## config.mk

```make
export PLATFORM = sky130hd
export DESIGN_NAME = comparator_status_vref_regs
export DESIGN_NICKNAME = d
export VERILOG_FILES = /design/src/csvr_pkg.sv /design/src/comparator_status_vref_regs.sv /design/src/csvr_cmp_chan.sv
export VERILOG_INCLUDE_DIRS = /design/src
export SDC_FILE = /design/constraint.sdc
export NUM_CORES = 1
export LEC_CHECK = 0
export ABC_AREA = 1
export BUFFER_PORTS_ARGS = -buffer_cell sky130_fd_sc_hd__buf_2
export CORE_UTILIZATION = 45
export DETAILED_ROUTE_END_ITERATION = 12
export GPL_TIMING_DRIVEN = 0
export PLACE_DENSITY = 0.75
export SYNTH_ARGS = -nofsm -noshare
export SYNTH_HDL_FRONTEND = slang
export SYNTH_HIERARCHICAL = 1
export SYNTH_SLANG_ARGS = --single-unit
```

## constraint.sdc

```tcl
create_clock -name sys_clk -period 1.6 [get_ports sys_clk]
set_input_delay 0.48 -clock sys_clk [delete_from_list [all_inputs] [get_ports sys_clk]]
set_output_delay 0.48 -clock sys_clk [all_outputs]
set_load 0.01 [all_outputs]
```

## src/csvr_map.svh

```systemverilog
// Register offsets, field positions and reset values of the comparator
// status and reference block. Included by the package and the design.
`ifndef CSVR_MAP_SVH
`define CSVR_MAP_SVH

// ----------------------------------------------------------------------
// Offsets (byte addresses)
// ----------------------------------------------------------------------
`define CSVR_OFF_CTL0     6'h00
`define CSVR_OFF_CTL1     6'h04
`define CSVR_OFF_STATUS   6'h08
`define CSVR_OFF_REFCTL   6'h0C

// ----------------------------------------------------------------------
// Control register fields
// ----------------------------------------------------------------------
`define CSVR_CTL_EN       0
`define CSVR_CTL_IE       1
`define CSVR_CTL_EDGE_LO  8
`define CSVR_CTL_WAKE     16
`define CSVR_CTL_MASK     32'h0001_0303

// ----------------------------------------------------------------------
// Status register fields
// ----------------------------------------------------------------------
`define CSVR_ST_EDGE0     0
`define CSVR_ST_EDGE1     1
`define CSVR_ST_OUT0      4
`define CSVR_ST_OUT1      5
`define CSVR_ST_WAKE0     8
`define CSVR_ST_WAKE1     9

// ----------------------------------------------------------------------
// Reference control fields
// ----------------------------------------------------------------------
`define CSVR_REF_SRC      6
`define CSVR_REF_MASK     32'h0000_004F

// ----------------------------------------------------------------------
// Reset values and edge-select codes
// ----------------------------------------------------------------------
`define CSVR_RST_VALUE    32'h0000_0000
`define CSVR_EDGE_BOTH    2'h0
`define CSVR_EDGE_RISE    2'h1
`define CSVR_EDGE_FALL    2'h2

`endif

```

## src/csvr_pkg.sv

```systemverilog
// Types shared by the comparator status and reference block.
// Assumes csvr_map.svh is on the include path.
package csvr_pkg;
	`include "csvr_map.svh"

	// ------------------------------------------------------------------
	// Avalon-MM slave request and answer
	// ------------------------------------------------------------------
	typedef struct packed {
		logic [5:0]  address;
		logic        read;
		logic        write;
		logic [3:0]  byteenable;
		logic [31:0] writedata;
	} csvr_req_t;

	typedef struct packed {
		logic [31:0] readdata;
		logic        waitrequest;
	} csvr_rsp_t;

	// Reference generator drive
	typedef struct packed {
		logic       sourceSelect;
		logic [3:0] level;
	} csvr_ref_t;

	typedef enum logic [1:0] {
		CSVR_IDLE = 2'b00,
		CSVR_ACK  = 2'b01
	} csvr_bus_state_t;
endpackage : csvr_pkg
```

## src/comparator_status_vref_regs.sv

```systemverilog
// Register bank for two analog comparators: control, status with
// sticky flags, and reference voltage control. Avalon-MM slave.
// Assumes comparator outputs and wake events are asynchronous levels.
//
// Summary of operation
// - A comparator 0 wake event sets status bit 8.
// - A comparator 1 wake event sets status bit 9.
// - Wake and edge flags clear only when software writes a one.
// - Status bits 5 and 4 show synchronised comparator 1 and 0 outputs.
// - Comparator 1 output bit reads zero while comparator 1 is disabled.
// - Comparator 0 output bit reads zero while comparator 0 is disabled.
// - Bit 1 sets on the comparator 1 edge chosen by its bits 9:8.
// - Comparator 1 requests an interrupt while flag and enable are set.
// - Bit 0 sets on the chosen comparator 0 edge and may interrupt.
// - Reference bit 6 picks the analog supply or system reference.
// - Reference bits 3:0 set the level as source times 1/6 plus n/24.
// - Status at 0x08 and reference control at 0x0C reset to zero.
// - Edge select 00 is either edge, 01 rising, 10 falling, 11 none.
// - With wake enable set, interrupt enable also arms the wake flag.
//
// Chosen here: the Avalon-MM register port.
`include "csvr_map.svh"
module comparator_status_vref_regs (
	input  wire logic                sys_clk,
	input  wire logic                resetn,
	input  wire csvr_pkg::csvr_req_t avs,
	output csvr_pkg::csvr_rsp_t      avsRsp,
	input  wire logic [1:0]          cmpRaw,
	input  wire logic [1:0]          wakeEvent,
	output logic [1:0]               cmpEnableOut,
	output csvr_pkg::csvr_ref_t      refDrive,
	output logic [1:0]               cmpIrq,
	output logic                     irq,
	output logic [1:0]               wakeArmed
);
	import csvr_pkg::*;

	// ------------------------------------------------------------------
	// Byte-lane write helper
	// ------------------------------------------------------------------
	function automatic logic [31:0] laneMerge(input logic [31:0] old,
		input logic [31:0] data, input logic [3:0] be,
		input logic [31:0] mask);
		logic [31:0] m;
		m = {{8{be[3]}}, {8{be[2]}}, {8{be[1]}}, {8{be[0]}}} & mask;
		laneMerge = (old & ~m) | (data & m);
	endfunction : laneMerge

	csvr_bus_state_t state_reg, state_next;
	logic            waitReq_reg, waitReq_next;
	logic [31:0]     ctl_reg [2];
	logic [31:0]     ctl_next [2];
	logic [31:0]     ref_reg,     ref_next;
	logic [1:0]      edgeF_reg,   edgeF_next;
	logic [1:0]      wakeF_reg,   wakeF_next;
	logic [31:0]     rdata_reg,   rdata_next;
	logic [1:0]      wm_reg,      wm_next;
	logic [1:0]      ws_reg,      ws_next;
	logic [1:0]      wp_reg,      wp_next;
	logic [1:0]      irqV_reg,    irqV_next;
	logic            irq_reg,     irq_next;
	logic [1:0]      armed_reg,   armed_next;
	logic [1:0]      syncOut;
	logic [1:0]      edgeEvent;
	logic [31:0]     status;
	logic            wrStatus;
	logic [3:0]      wrLane;
	logic [31:0]     clrBits;

	// ------------------------------------------------------------------
	// Comparator channels
	// ------------------------------------------------------------------
	for (genvar i = 0; i < 2; i++) begin : gChan
		csvr_cmp_chan uChan (
			.sys_clk    (sys_clk),
			.resetn     (resetn),
			.cmpRaw     (cmpRaw[i]),
			.cmpEnable  (ctl_reg[i][`CSVR_CTL_EN]),
			.edgeSelect (ctl_reg[i][`CSVR_CTL_EDGE_LO+1:`CSVR_CTL_EDGE_LO]),
			.syncOut    (syncOut[i]),
			.edgeEvent  (edgeEvent[i])
		);
	end

	always_comb begin
		status                 = '0;
		status[`CSVR_ST_EDGE0] = edgeF_reg[0];
		status[`CSVR_ST_EDGE1] = edgeF_reg[1];
		status[`CSVR_ST_OUT0]  = syncOut[0];
		status[`CSVR_ST_OUT1]  = syncOut[1];
		status[`CSVR_ST_WAKE0] = wakeF_reg[0];
		status[`CSVR_ST_WAKE1] = wakeF_reg[1];
	end

	// ------------------------------------------------------------------
	// Bus and register next state
	// ------------------------------------------------------------------
	// Write and read take one wait cycle, answered from the ACK state.
	always_comb begin
		state_next = state_reg;
		ctl_next   = ctl_reg;
		ref_next   = ref_reg;
		rdata_next = rdata_reg;
		wrStatus   = 1'b0;
		wrLane     = avs.byteenable;
		unique case (state_reg)
			CSVR_IDLE: begin
				if (avs.write) begin
					state_next = CSVR_ACK;
					unique case (avs.address)
						`CSVR_OFF_CTL0: ctl_next[0] = laneMerge(ctl_reg[0],
							avs.writedata, wrLane, `CSVR_CTL_MASK);
						`CSVR_OFF_CTL1: ctl_next[1] = laneMerge(ctl_reg[1],
							avs.writedata, wrLane, `CSVR_CTL_MASK);
						`CSVR_OFF_STATUS: wrStatus = 1'b1;
						`CSVR_OFF_REFCTL: ref_next = laneMerge(ref_reg,
							avs.writedata, wrLane, `CSVR_REF_MASK);
						default: ;
					endcase
				end else if (avs.read) begin
					state_next = CSVR_ACK;
					unique case (avs.address)
						`CSVR_OFF_CTL0:   rdata_next = ctl_reg[0];
						`CSVR_OFF_CTL1:   rdata_next = ctl_reg[1];
						`CSVR_OFF_STATUS: rdata_next = status;
						`CSVR_OFF_REFCTL: rdata_next = ref_reg;
						default:          rdata_next = '0;
					endcase
				end
			end
			CSVR_ACK: state_next = CSVR_IDLE;
		endcase
		// Registered so the bus sees a clean flip-flop output
		waitReq_next = (state_next != CSVR_ACK);
	end

	// ------------------------------------------------------------------
	// Sticky flags, wake synchroniser, interrupts
	// ------------------------------------------------------------------
	always_comb begin
		clrBits = laneMerge('0, avs.writedata, avs.byteenable, '1);
		if (!wrStatus) begin
			clrBits = '0;
		end
		wm_next = wakeEvent;
		ws_next = wm_reg;
		wp_next = ws_reg;
		for (int i = 0; i < 2; i++) begin
			armed_next[i] = ctl_reg[i][`CSVR_CTL_WAKE]
				& ctl_reg[i][`CSVR_CTL_IE];
			// Set wins over a same-cycle clear
			edgeF_next[i] = edgeEvent[i]
				| (edgeF_reg[i] & ~clrBits[`CSVR_ST_EDGE0+i]);
			wakeF_next[i] = (ws_reg[i] & ~wp_reg[i] & armed_reg[i])
				| (wakeF_reg[i] & ~clrBits[`CSVR_ST_WAKE0+i]);
			irqV_next[i]  = edgeF_next[i]
				& ctl_reg[i][`CSVR_CTL_IE];
		end
		irq_next = |irqV_next;
	end

	always_ff @(posedge sys_clk) begin
		if (!resetn) begin
			state_reg <= CSVR_IDLE;
			waitReq_reg <= 1'b1;
			ctl_reg   <= '{default: `CSVR_RST_VALUE};
			ref_reg   <= `CSVR_RST_VALUE;
			edgeF_reg <= '0;
			wakeF_reg <= '0;
			rdata_reg <= '0;
			wm_reg    <= '0;
			ws_reg    <= '0;
			wp_reg    <= '0;
			irqV_reg  <= '0;
			irq_reg   <= 1'b0;
			armed_reg <= '0;
		end else begin
			state_reg <= state_next;
			waitReq_reg <= waitReq_next;
			ctl_reg   <= ctl_next;
			ref_reg   <= ref_next;
			edgeF_reg <= edgeF_next;
			wakeF_reg <= wakeF_next;
			rdata_reg <= rdata_next;
			wm_reg    <= wm_next;
			ws_reg    <= ws_next;
			wp_reg    <= wp_next;
			irqV_reg  <= irqV_next;
			irq_reg   <= irq_next;
			armed_reg <= armed_next;
		end
	end

	// ------------------------------------------------------------------
	// Outputs
	// ------------------------------------------------------------------
	// Waitrequest low only in ACK; readdata is registered there.
	assign avsRsp.readdata    = rdata_reg;
	assign avsRsp.waitrequest = waitReq_reg;
	assign cmpEnableOut = {ctl_reg[1][`CSVR_CTL_EN], ctl_reg[0][`CSVR_CTL_EN]};
	assign refDrive.sourceSelect = ref_reg[`CSVR_REF_SRC];
	assign refDrive.level        = ref_reg[3:0];
	assign cmpIrq    = irqV_reg;
	assign irq       = irq_reg;
	assign wakeArmed = armed_reg;
endmodule : comparator_status_vref_regs

```

## src/csvr_cmp_chan.sv

```systemverilog
// One comparator channel: output synchroniser, enable gating and edge
// detection. Assumes the raw comparator output is asynchronous.
`include "csvr_map.svh"
module csvr_cmp_chan (
	input  wire logic       sys_clk,
	input  wire logic       resetn,
	input  wire logic       cmpRaw,
	input  wire logic       cmpEnable,
	input  wire logic [1:0] edgeSelect,
	output logic            syncOut,
	output logic            edgeEvent
);
	import csvr_pkg::*;

	logic       meta_reg,  meta_next;
	logic       sync_reg,  sync_next;
	logic       out_reg,   out_next;
	logic       evt_reg,   evt_next;
	logic       rise;
	logic       fall;

	// ------------------------------------------------------------------
	// Next state
	// ------------------------------------------------------------------
	always_comb begin
		meta_next = cmpRaw;
		sync_next = meta_reg;
		out_next  = sync_reg & cmpEnable;
		rise      = out_next & ~out_reg;
		fall      = ~out_next & out_reg;
		unique case (edgeSelect)
			`CSVR_EDGE_BOTH: evt_next = rise | fall;
			`CSVR_EDGE_RISE: evt_next = rise;
			`CSVR_EDGE_FALL: evt_next = fall;
			default:         evt_next = 1'b0;        // Reserved code
		endcase
	end

	always_ff @(posedge sys_clk) begin
		if (!resetn) begin
			meta_reg <= 1'b0;
			sync_reg <= 1'b0;
			out_reg  <= 1'b0;
			evt_reg  <= 1'b0;
		end else begin
			meta_reg <= meta_next;
			sync_reg <= sync_next;
			out_reg  <= out_next;
			evt_reg  <= evt_next;
		end
	end

	assign syncOut   = out_reg;
	assign edgeEvent = evt_reg;
endmodule : csvr_cmp_chan

```

==> results of run 1 <==
cell usage in the layout, fill, tap and decap left out, types with 4 or more instances in the layout:
master    instances
buf_4            25
dfxtp_1          51
clkbuf_8          6
buf_2            48
o21ai_0          16
a21oi_1          24
inv_2             6
nor2_4            5
inv_1            49
ha_1              4
nor3_1            6
conb_1           22
nand2_1          55
nand3_2           4
nor2_1           24
nand3_1          18
nor2_2            4
final cells by class:
type	instances	area, µm²
flip-flops and latches	51	1020
inverters	56	210
repair buffers	47	235
clock inverters	2	13.8
plain buffers	29	204
multi-input cells	193	965
fillers	463	2030
clock buffers	6	82.6
well taps	67	83.8
Yosys cell counts:
cell,n
nand2_2,1
conb_1,1
nand2_1,55
nor2_1,24
dfxtp_1,51
nand3b_1,2
a21oi_2,2
buf_2,1
nand3_2,4
o21ai_0,16
o22ai_1,1
nor2_4,5
buf_4,25
nand3_1,18
clkbuf_1,3
clkinv_1,1
nand3_4,1
ha_1,4
o21ai_2,1
nor2_2,4
inv_1,49
a21oi_1,24
inv_2,6
nor3_1,6
nor3_2,1
o21a_1,1
o21ai_1,1
per-layer routing:
metal / vias to the layer above / GRT usage, %
met5: - / 0
met4: 0 / 8.12
met3: 8 / 5.21
met2: 64 / 31.7
li1: 1051 / -
met1: 884 / 21.6
kinds of logic (layout without fill, tap and decap cells):
logic type | after synthesis | count (layout) | synth area share, %
simple gates | 121 | 121 | 25.3
buf+inv | 85 | 140 | 17.8
flops | 51 | 51 | 44.0
compound gates | 46 | 46 | 10.6
fa+ha+maj | 4 | 4 | 2.16
other cells | 1 | 22 | 0.162
power by group through the flow:
stage | registers, mW | logic (mW) | clock network (mW)
floorplan | 1.32 | 0.146 | 0
global placement | 1.32 | 0.208 | 0
detailed placement | 1.32 | 0.212 | 0
CTS | 1.29 | 0.212 | 0.811
global route | 1.29 | 0.238 | 0.853
finish | 1.29 | 0.213 | 0.781
per-stage QoR:
stage                     cell area, µm²  util, %  std cells
after CTS                           2820     58.1        451
after global placement              2720     56.1        443
final                               2820     58.1        451
after global routing                2820     58.1        451
after floorplan                     2400        -        329
after detailed placement            2720     56.1        443
path summary, 6_finish.rpt:
path,startpoint,endpoint,depth (start not counted)
max,flip-flop,cmpEnableOut[1],2
max reg2reg,state_reg[1]$_SDFF_PN0_,flip-flop,7
min,cmpRaw[1],gChan[1].uChan/meta_reg$_SDFF_PN0_,3
min reg2reg,gChan[0].uChan/meta_reg$_SDFF_PN0_,gChan[0].uChan/sync_reg$_SDFF_PN0_,2
tightest hold or removal path, stage by stage:
cell and delay, ns:
buf_2 0.07, nand2_1 0.04, inv_1 0.04
==> flow_summary.toml, run 1 <==
[status]
outcome = "finished clean"

[placed_design]
place.port_buffers = 47
dp_hpwl_um = 3560
gp_congestion = 0.876
place_ws_ns = -0.0736

[synthesis]
yosysUniqueCellTypes = 27
synth_top_area_share_pct = 44.0
synth_area_leader_cell = "dfxtp_1"
yosysWarningCount = 6
syn_avg_cell_area_um2 = 7.54
ys_seq_area_share_pct = 44.0
synth_seq_cells = 51
synth_area_leaders = "dfxtp_1, nand2_1, buf_4"
synth_cells = 308
syn_area_um2 = 2320

[critical_path]
cp_slowest_cell = "dfxtp_1"
path_max_fanout = 4
critical_path.max_stage_delay_ns = 0.42
worstSetupPathType = "reg2out"
endpoint_kind = "output pin"
worstPathRequired_ns = 1.12
crit_chain = "buf_4 > buf_2"
crit_buf_inv = 2
worstPathArrival_ns = 0.98
path_delay_family = "flip-flops"
reg2reg_slack_ns = 0.32
start_kind = "flip-flop"

[drt]
wire_per_inst_um = 10.3
wirelength_um = 4620
drc = 0
first_iter_violations = 118
drtPass1Iterations = 4
wl_met3_um = 301
via_per_inst = 4.45
ant_nets = 0
top_layer_used = "met4"
route.vias.total = 2007
wl_met2_um = 2200
m1WireLength_um = 2030

[power]
p_sw_share_pct = 24.5
switching_power_uw = 560
seqPwrFrac_pct = 56.5
ir_drop_mv = 0.493
powerDensity_nw_per_um2 = 811
fin_total_pwr_mw = 2.28
p_clk_share_pct = 34.2
comb_power_share_pct = 9.3
power.leakage_nw = 1.42
internal-power_mw = 1.72

[floorplan]
die_h_um = 73.8
num_rows = 25
core_area_um2 = 4850
initial_core_util_pct = 47.9
die_x_um = 73.8
dieArea_um2 = 5450
io_pins = 95

[min_path]
min_path_type = "in2reg"

[clock_network]
ctsRootBufferMaster = "clkbuf_8"
cts_tree = "done"
clkLatencyLatePin_ns = 0.32
cts.sinks = 51
clkTransAtPathRegs_ns = 0.09
cts_resized = 0
cts_made_buffers = 5
h-tree-depth = 2
ctsHoldBuffers = 0
post_cts_buffers = 0
clockBufferDepth = 2

[sta]
finClkSkew_ns = 0.0129
fmax_ghz = 0.686
layout_min_cycle_time_ns = 1.46
hold_ws_ns = 0.339
hold_violations = 0
setup_slack_ns = 0.142
fin_crit_sh_pct = 91.2
finalSetupViolCount = 0
final_max_slew_viol_count = 0
rsz0062_at_grt = "no"
setup_tns_ns = 0

[grt]
grt_pass1_vias = 1751
grt_overflow = 0
antenna_found_initial = 0
grtUsageTotal_pct = 18.6
grt_max_degree = 17
grt_first_pass_wirelength_um = 7580

[final_layout]
drive_above_1_share_pct = 27.6
area.growth.synth_to_final_pct = 21.3
antenna_cells = 0
final_nets = 437

[flow_run]
drv_cap = 0
Note: power is estimated with default switching activity, not from simulation.
==> inputs of run 2 (changes only) <==
- ABC_AREA: 1 -> not set
- PLACE_DENSITY: 0.75 -> 0.76
==> run 2 against run 1 <==
Net effect: synthesized cell count shrank 25%; die area shrank 3.0%; sequential power about the same; clock skew is 0.0034 ns lower; power up 6.6%; global-route usage up 0.80 points; largest power group unchanged; largest cell class is now multi-input combinational cells; final cell count down 17%; routed wire length up 1.4%; highest routed layer unchanged.
==> flow_summary.toml, run 2 <==
[status]
outcome = "finished clean"

[final_layout]
fin_util_pct = 59.1
final_common_cell = "dfxtp_1"
layout_common_cells = "dfxtp_1, buf_2, buf_4"
area.growth.synth_to_final_pct = 24.9
stdcell_count = 375
design_area_um2 = 2810
final_nets = 361
nFillCells = 453
antenna_cells = 0
multi_input_area_um2 = 1080
drive_above_1_share_pct = 33.4
seqCellArea_um2 = 1020

[synthesis]
syn_avg_cell_area_um2 = 9.70
synth_seq_cells = 51
synth_top_area_share_pct = 45.4
yosysUniqueCellTypes = 40
syn_area_um2 = 2250
yosysWarningCount = 6
synth_common_cells = "dfxtp_1, nor2b_1, buf_4"
synth_area_leader_cell = "dfxtp_1"
synth_cells = 232
ys_seq_area_share_pct = 45.4
ys_async_sr_fraction_pct = 0
synth_area_leaders = "dfxtp_1, buf_4, nor2b_1"
synth_ff_type = "dfxtp_1"
synth_most_common_cell = "dfxtp_1"
synth_edf_count = 0

[critical_path]
rr_worst_depth = 4
path_max_fanout = 6
crit_chain = "buf_2 > or4_4 > buf_6 > nor3b_4 > buf_4 > nand3_1 > o21ai_0"
path_delay_family = "simple AND/OR/NAND/NOR gates"
worstPathRequired_ns = 1.84
r2r_end = "rdata_reg[8]$_SDFFE_PN0P_"
critical_path.max_stage_delay_ns = 0.52
worstPathArrival_ns = 1.78
cp_slowest_cell = "or4_4"
start_kind = "input pin"
worstSetupPathType = "in2reg"
r2r-start = "state_reg[0]$_SDFF_PN0_"
crit_buf_inv = 3
reg2reg_slack_ns = 0.10
endpoint_kind = "flip-flop"

[power]
power.leakage_nw = 1.32
fin_total_pwr_mw = 2.43
ir_drop_mv = 0.402
powerDensity_nw_per_um2 = 866

[drt]
ant_nets = 0
wire_per_inst_um = 12.5
first_iter_violations = 91
route.vias.total = 1802
wirelength_um = 4690
drtPass1Iterations = 4
via_per_inst = 4.81
drc = 0

[sta]
hold_violations = 0
finClkSkew_ns = 0.00949
setup_slack_ns = 0.0582
setup_tns_ns = 0
worst_pin_slew_ns = 0.497
finalSetupViolCount = 0
final_max_slew_viol_count = 0
fmax_ghz = 0.649
slew_headroom_pct = 66.4
fin_crit_sh_pct = 96.4
hold_ws_ns = 0.362
layout_min_cycle_time_ns = 1.54

[clock_network]
clkTransAtPathRegs_ns = 0.09
cts_made_buffers = 5
clkLatencyLatePin_ns = 0.31
ctsRootBufferMaster = "clkbuf_8"
cts_tree = "done"
clockBufferDepth = 2
cts.sinks = 51
h-tree-depth = 2

[placed_design]
gp_congestion = 0.862
place.port_buffers = 45
dp_hpwl_um = 3500
dpl_cell_area_um2 = 2670
place_ws_ns = -0.311
dp.cells = 365

[min_path]
min_path_type = "in2reg"
whs_path_depth = 2
hp-start = "cmpRaw[0]"
holdPathEnd = "gChan[0].uChan/meta_reg$_SDFF_PN0_"

[grt]
grt_overflow = 0
grt_max_degree = 16
grt_first_pass_wirelength_um = 7620
grtUsageTotal_pct = 19.4
grt_pass1_vias = 1635
antenna_found_initial = 0

[flow_run]
drv_cap = 0

[floorplan]
io_pins = 95
core_area_um2 = 4750
die_h_um = 72.7
dieArea_um2 = 5290
num_rows = 25
initial_core_util_pct = 47.3
die_x_um = 72.7
run 2: kinds of logic (layout without fill, tap and decap cells):
family                   count (synthesis)  count (layout)  share of synthesized area (%)
AO/OA/AOI/OAI                           28              28                           9.62
flip-flops                              51              51                           45.4
AND/OR/NAND/NOR                         93              93                           24.9
other                                    1              22                          0.167
multiplexers                            15              15                           6.79
adder cells (fa/ha/maj)                  4               4                           2.22
buffers and inverters                   40              95                           11.0
run 2: layer usage:
| layer | global-route usage [%] | up-vias | part of all wire (%) |
|---|---|---|---|
| met5 | 0 | - | 0 |
| met4 | 8.50 | 0 | 1.8 |
| met3 | 5.39 | 7 | 6.5 |
| met2 | 29.8 | 55 | 47 |
| met1 | 25.4 | 830 | 45 |
| li1 | - | 910 | - |
run 2: worst max-delay path by stage:
stage | slack (ns) | end | start | depth (start not counted)
floorplan | -0.08 | flip-flop | avs[39] | 4
global placement | -0.31 | flip-flop | avs[39] | 5
detailed placement | -0.31 | flip-flop | avs[39] | 5
CTS | 0.002 | flip-flop | avs[39] | 6
global route | -0.006 | flip-flop | avs[39] | 7
finish | 0.06 | flip-flop | avs[39] | 7
run 2: power by group:
| group | total (mW) | switching [mW] | internal [mW] |
|---|---|---|---|
| sequential | 1.29 | 0.00738 | 1.28 |
| clock | 0.931 | 0.425 | 0.506 |
| combinational | 0.211 | 0.113 | 0.0984 |
run 2: worst reg2reg max path, cell delays in order (launching register included):
cell and delay (ns):
dfxtp_2 0.36, or4b_4 0.55, clkbuf_4 0.21, a22oi_1 0.20, nor2b_1 0.07
run 2: final cells by class:
type | instances | area share [%]
Tap cell | 67 | 2.98
Sequential cell | 51 | 36.4
Clock buffer | 6 | 2.94
Timing Repair Buffer | 47 | 8.55
Buffer | 34 | 8.46
Inverter | 6 | 0.801
Clock inverter | 2 | 1.25
Multi-Input combinational cell | 162 | 38.6
run 2: what timing repair did:
item	in CTS	in global routing
resized for setup	0	5
setup buffers	0	2
setup endpoints to repair	0	11
hold buffers	0	0
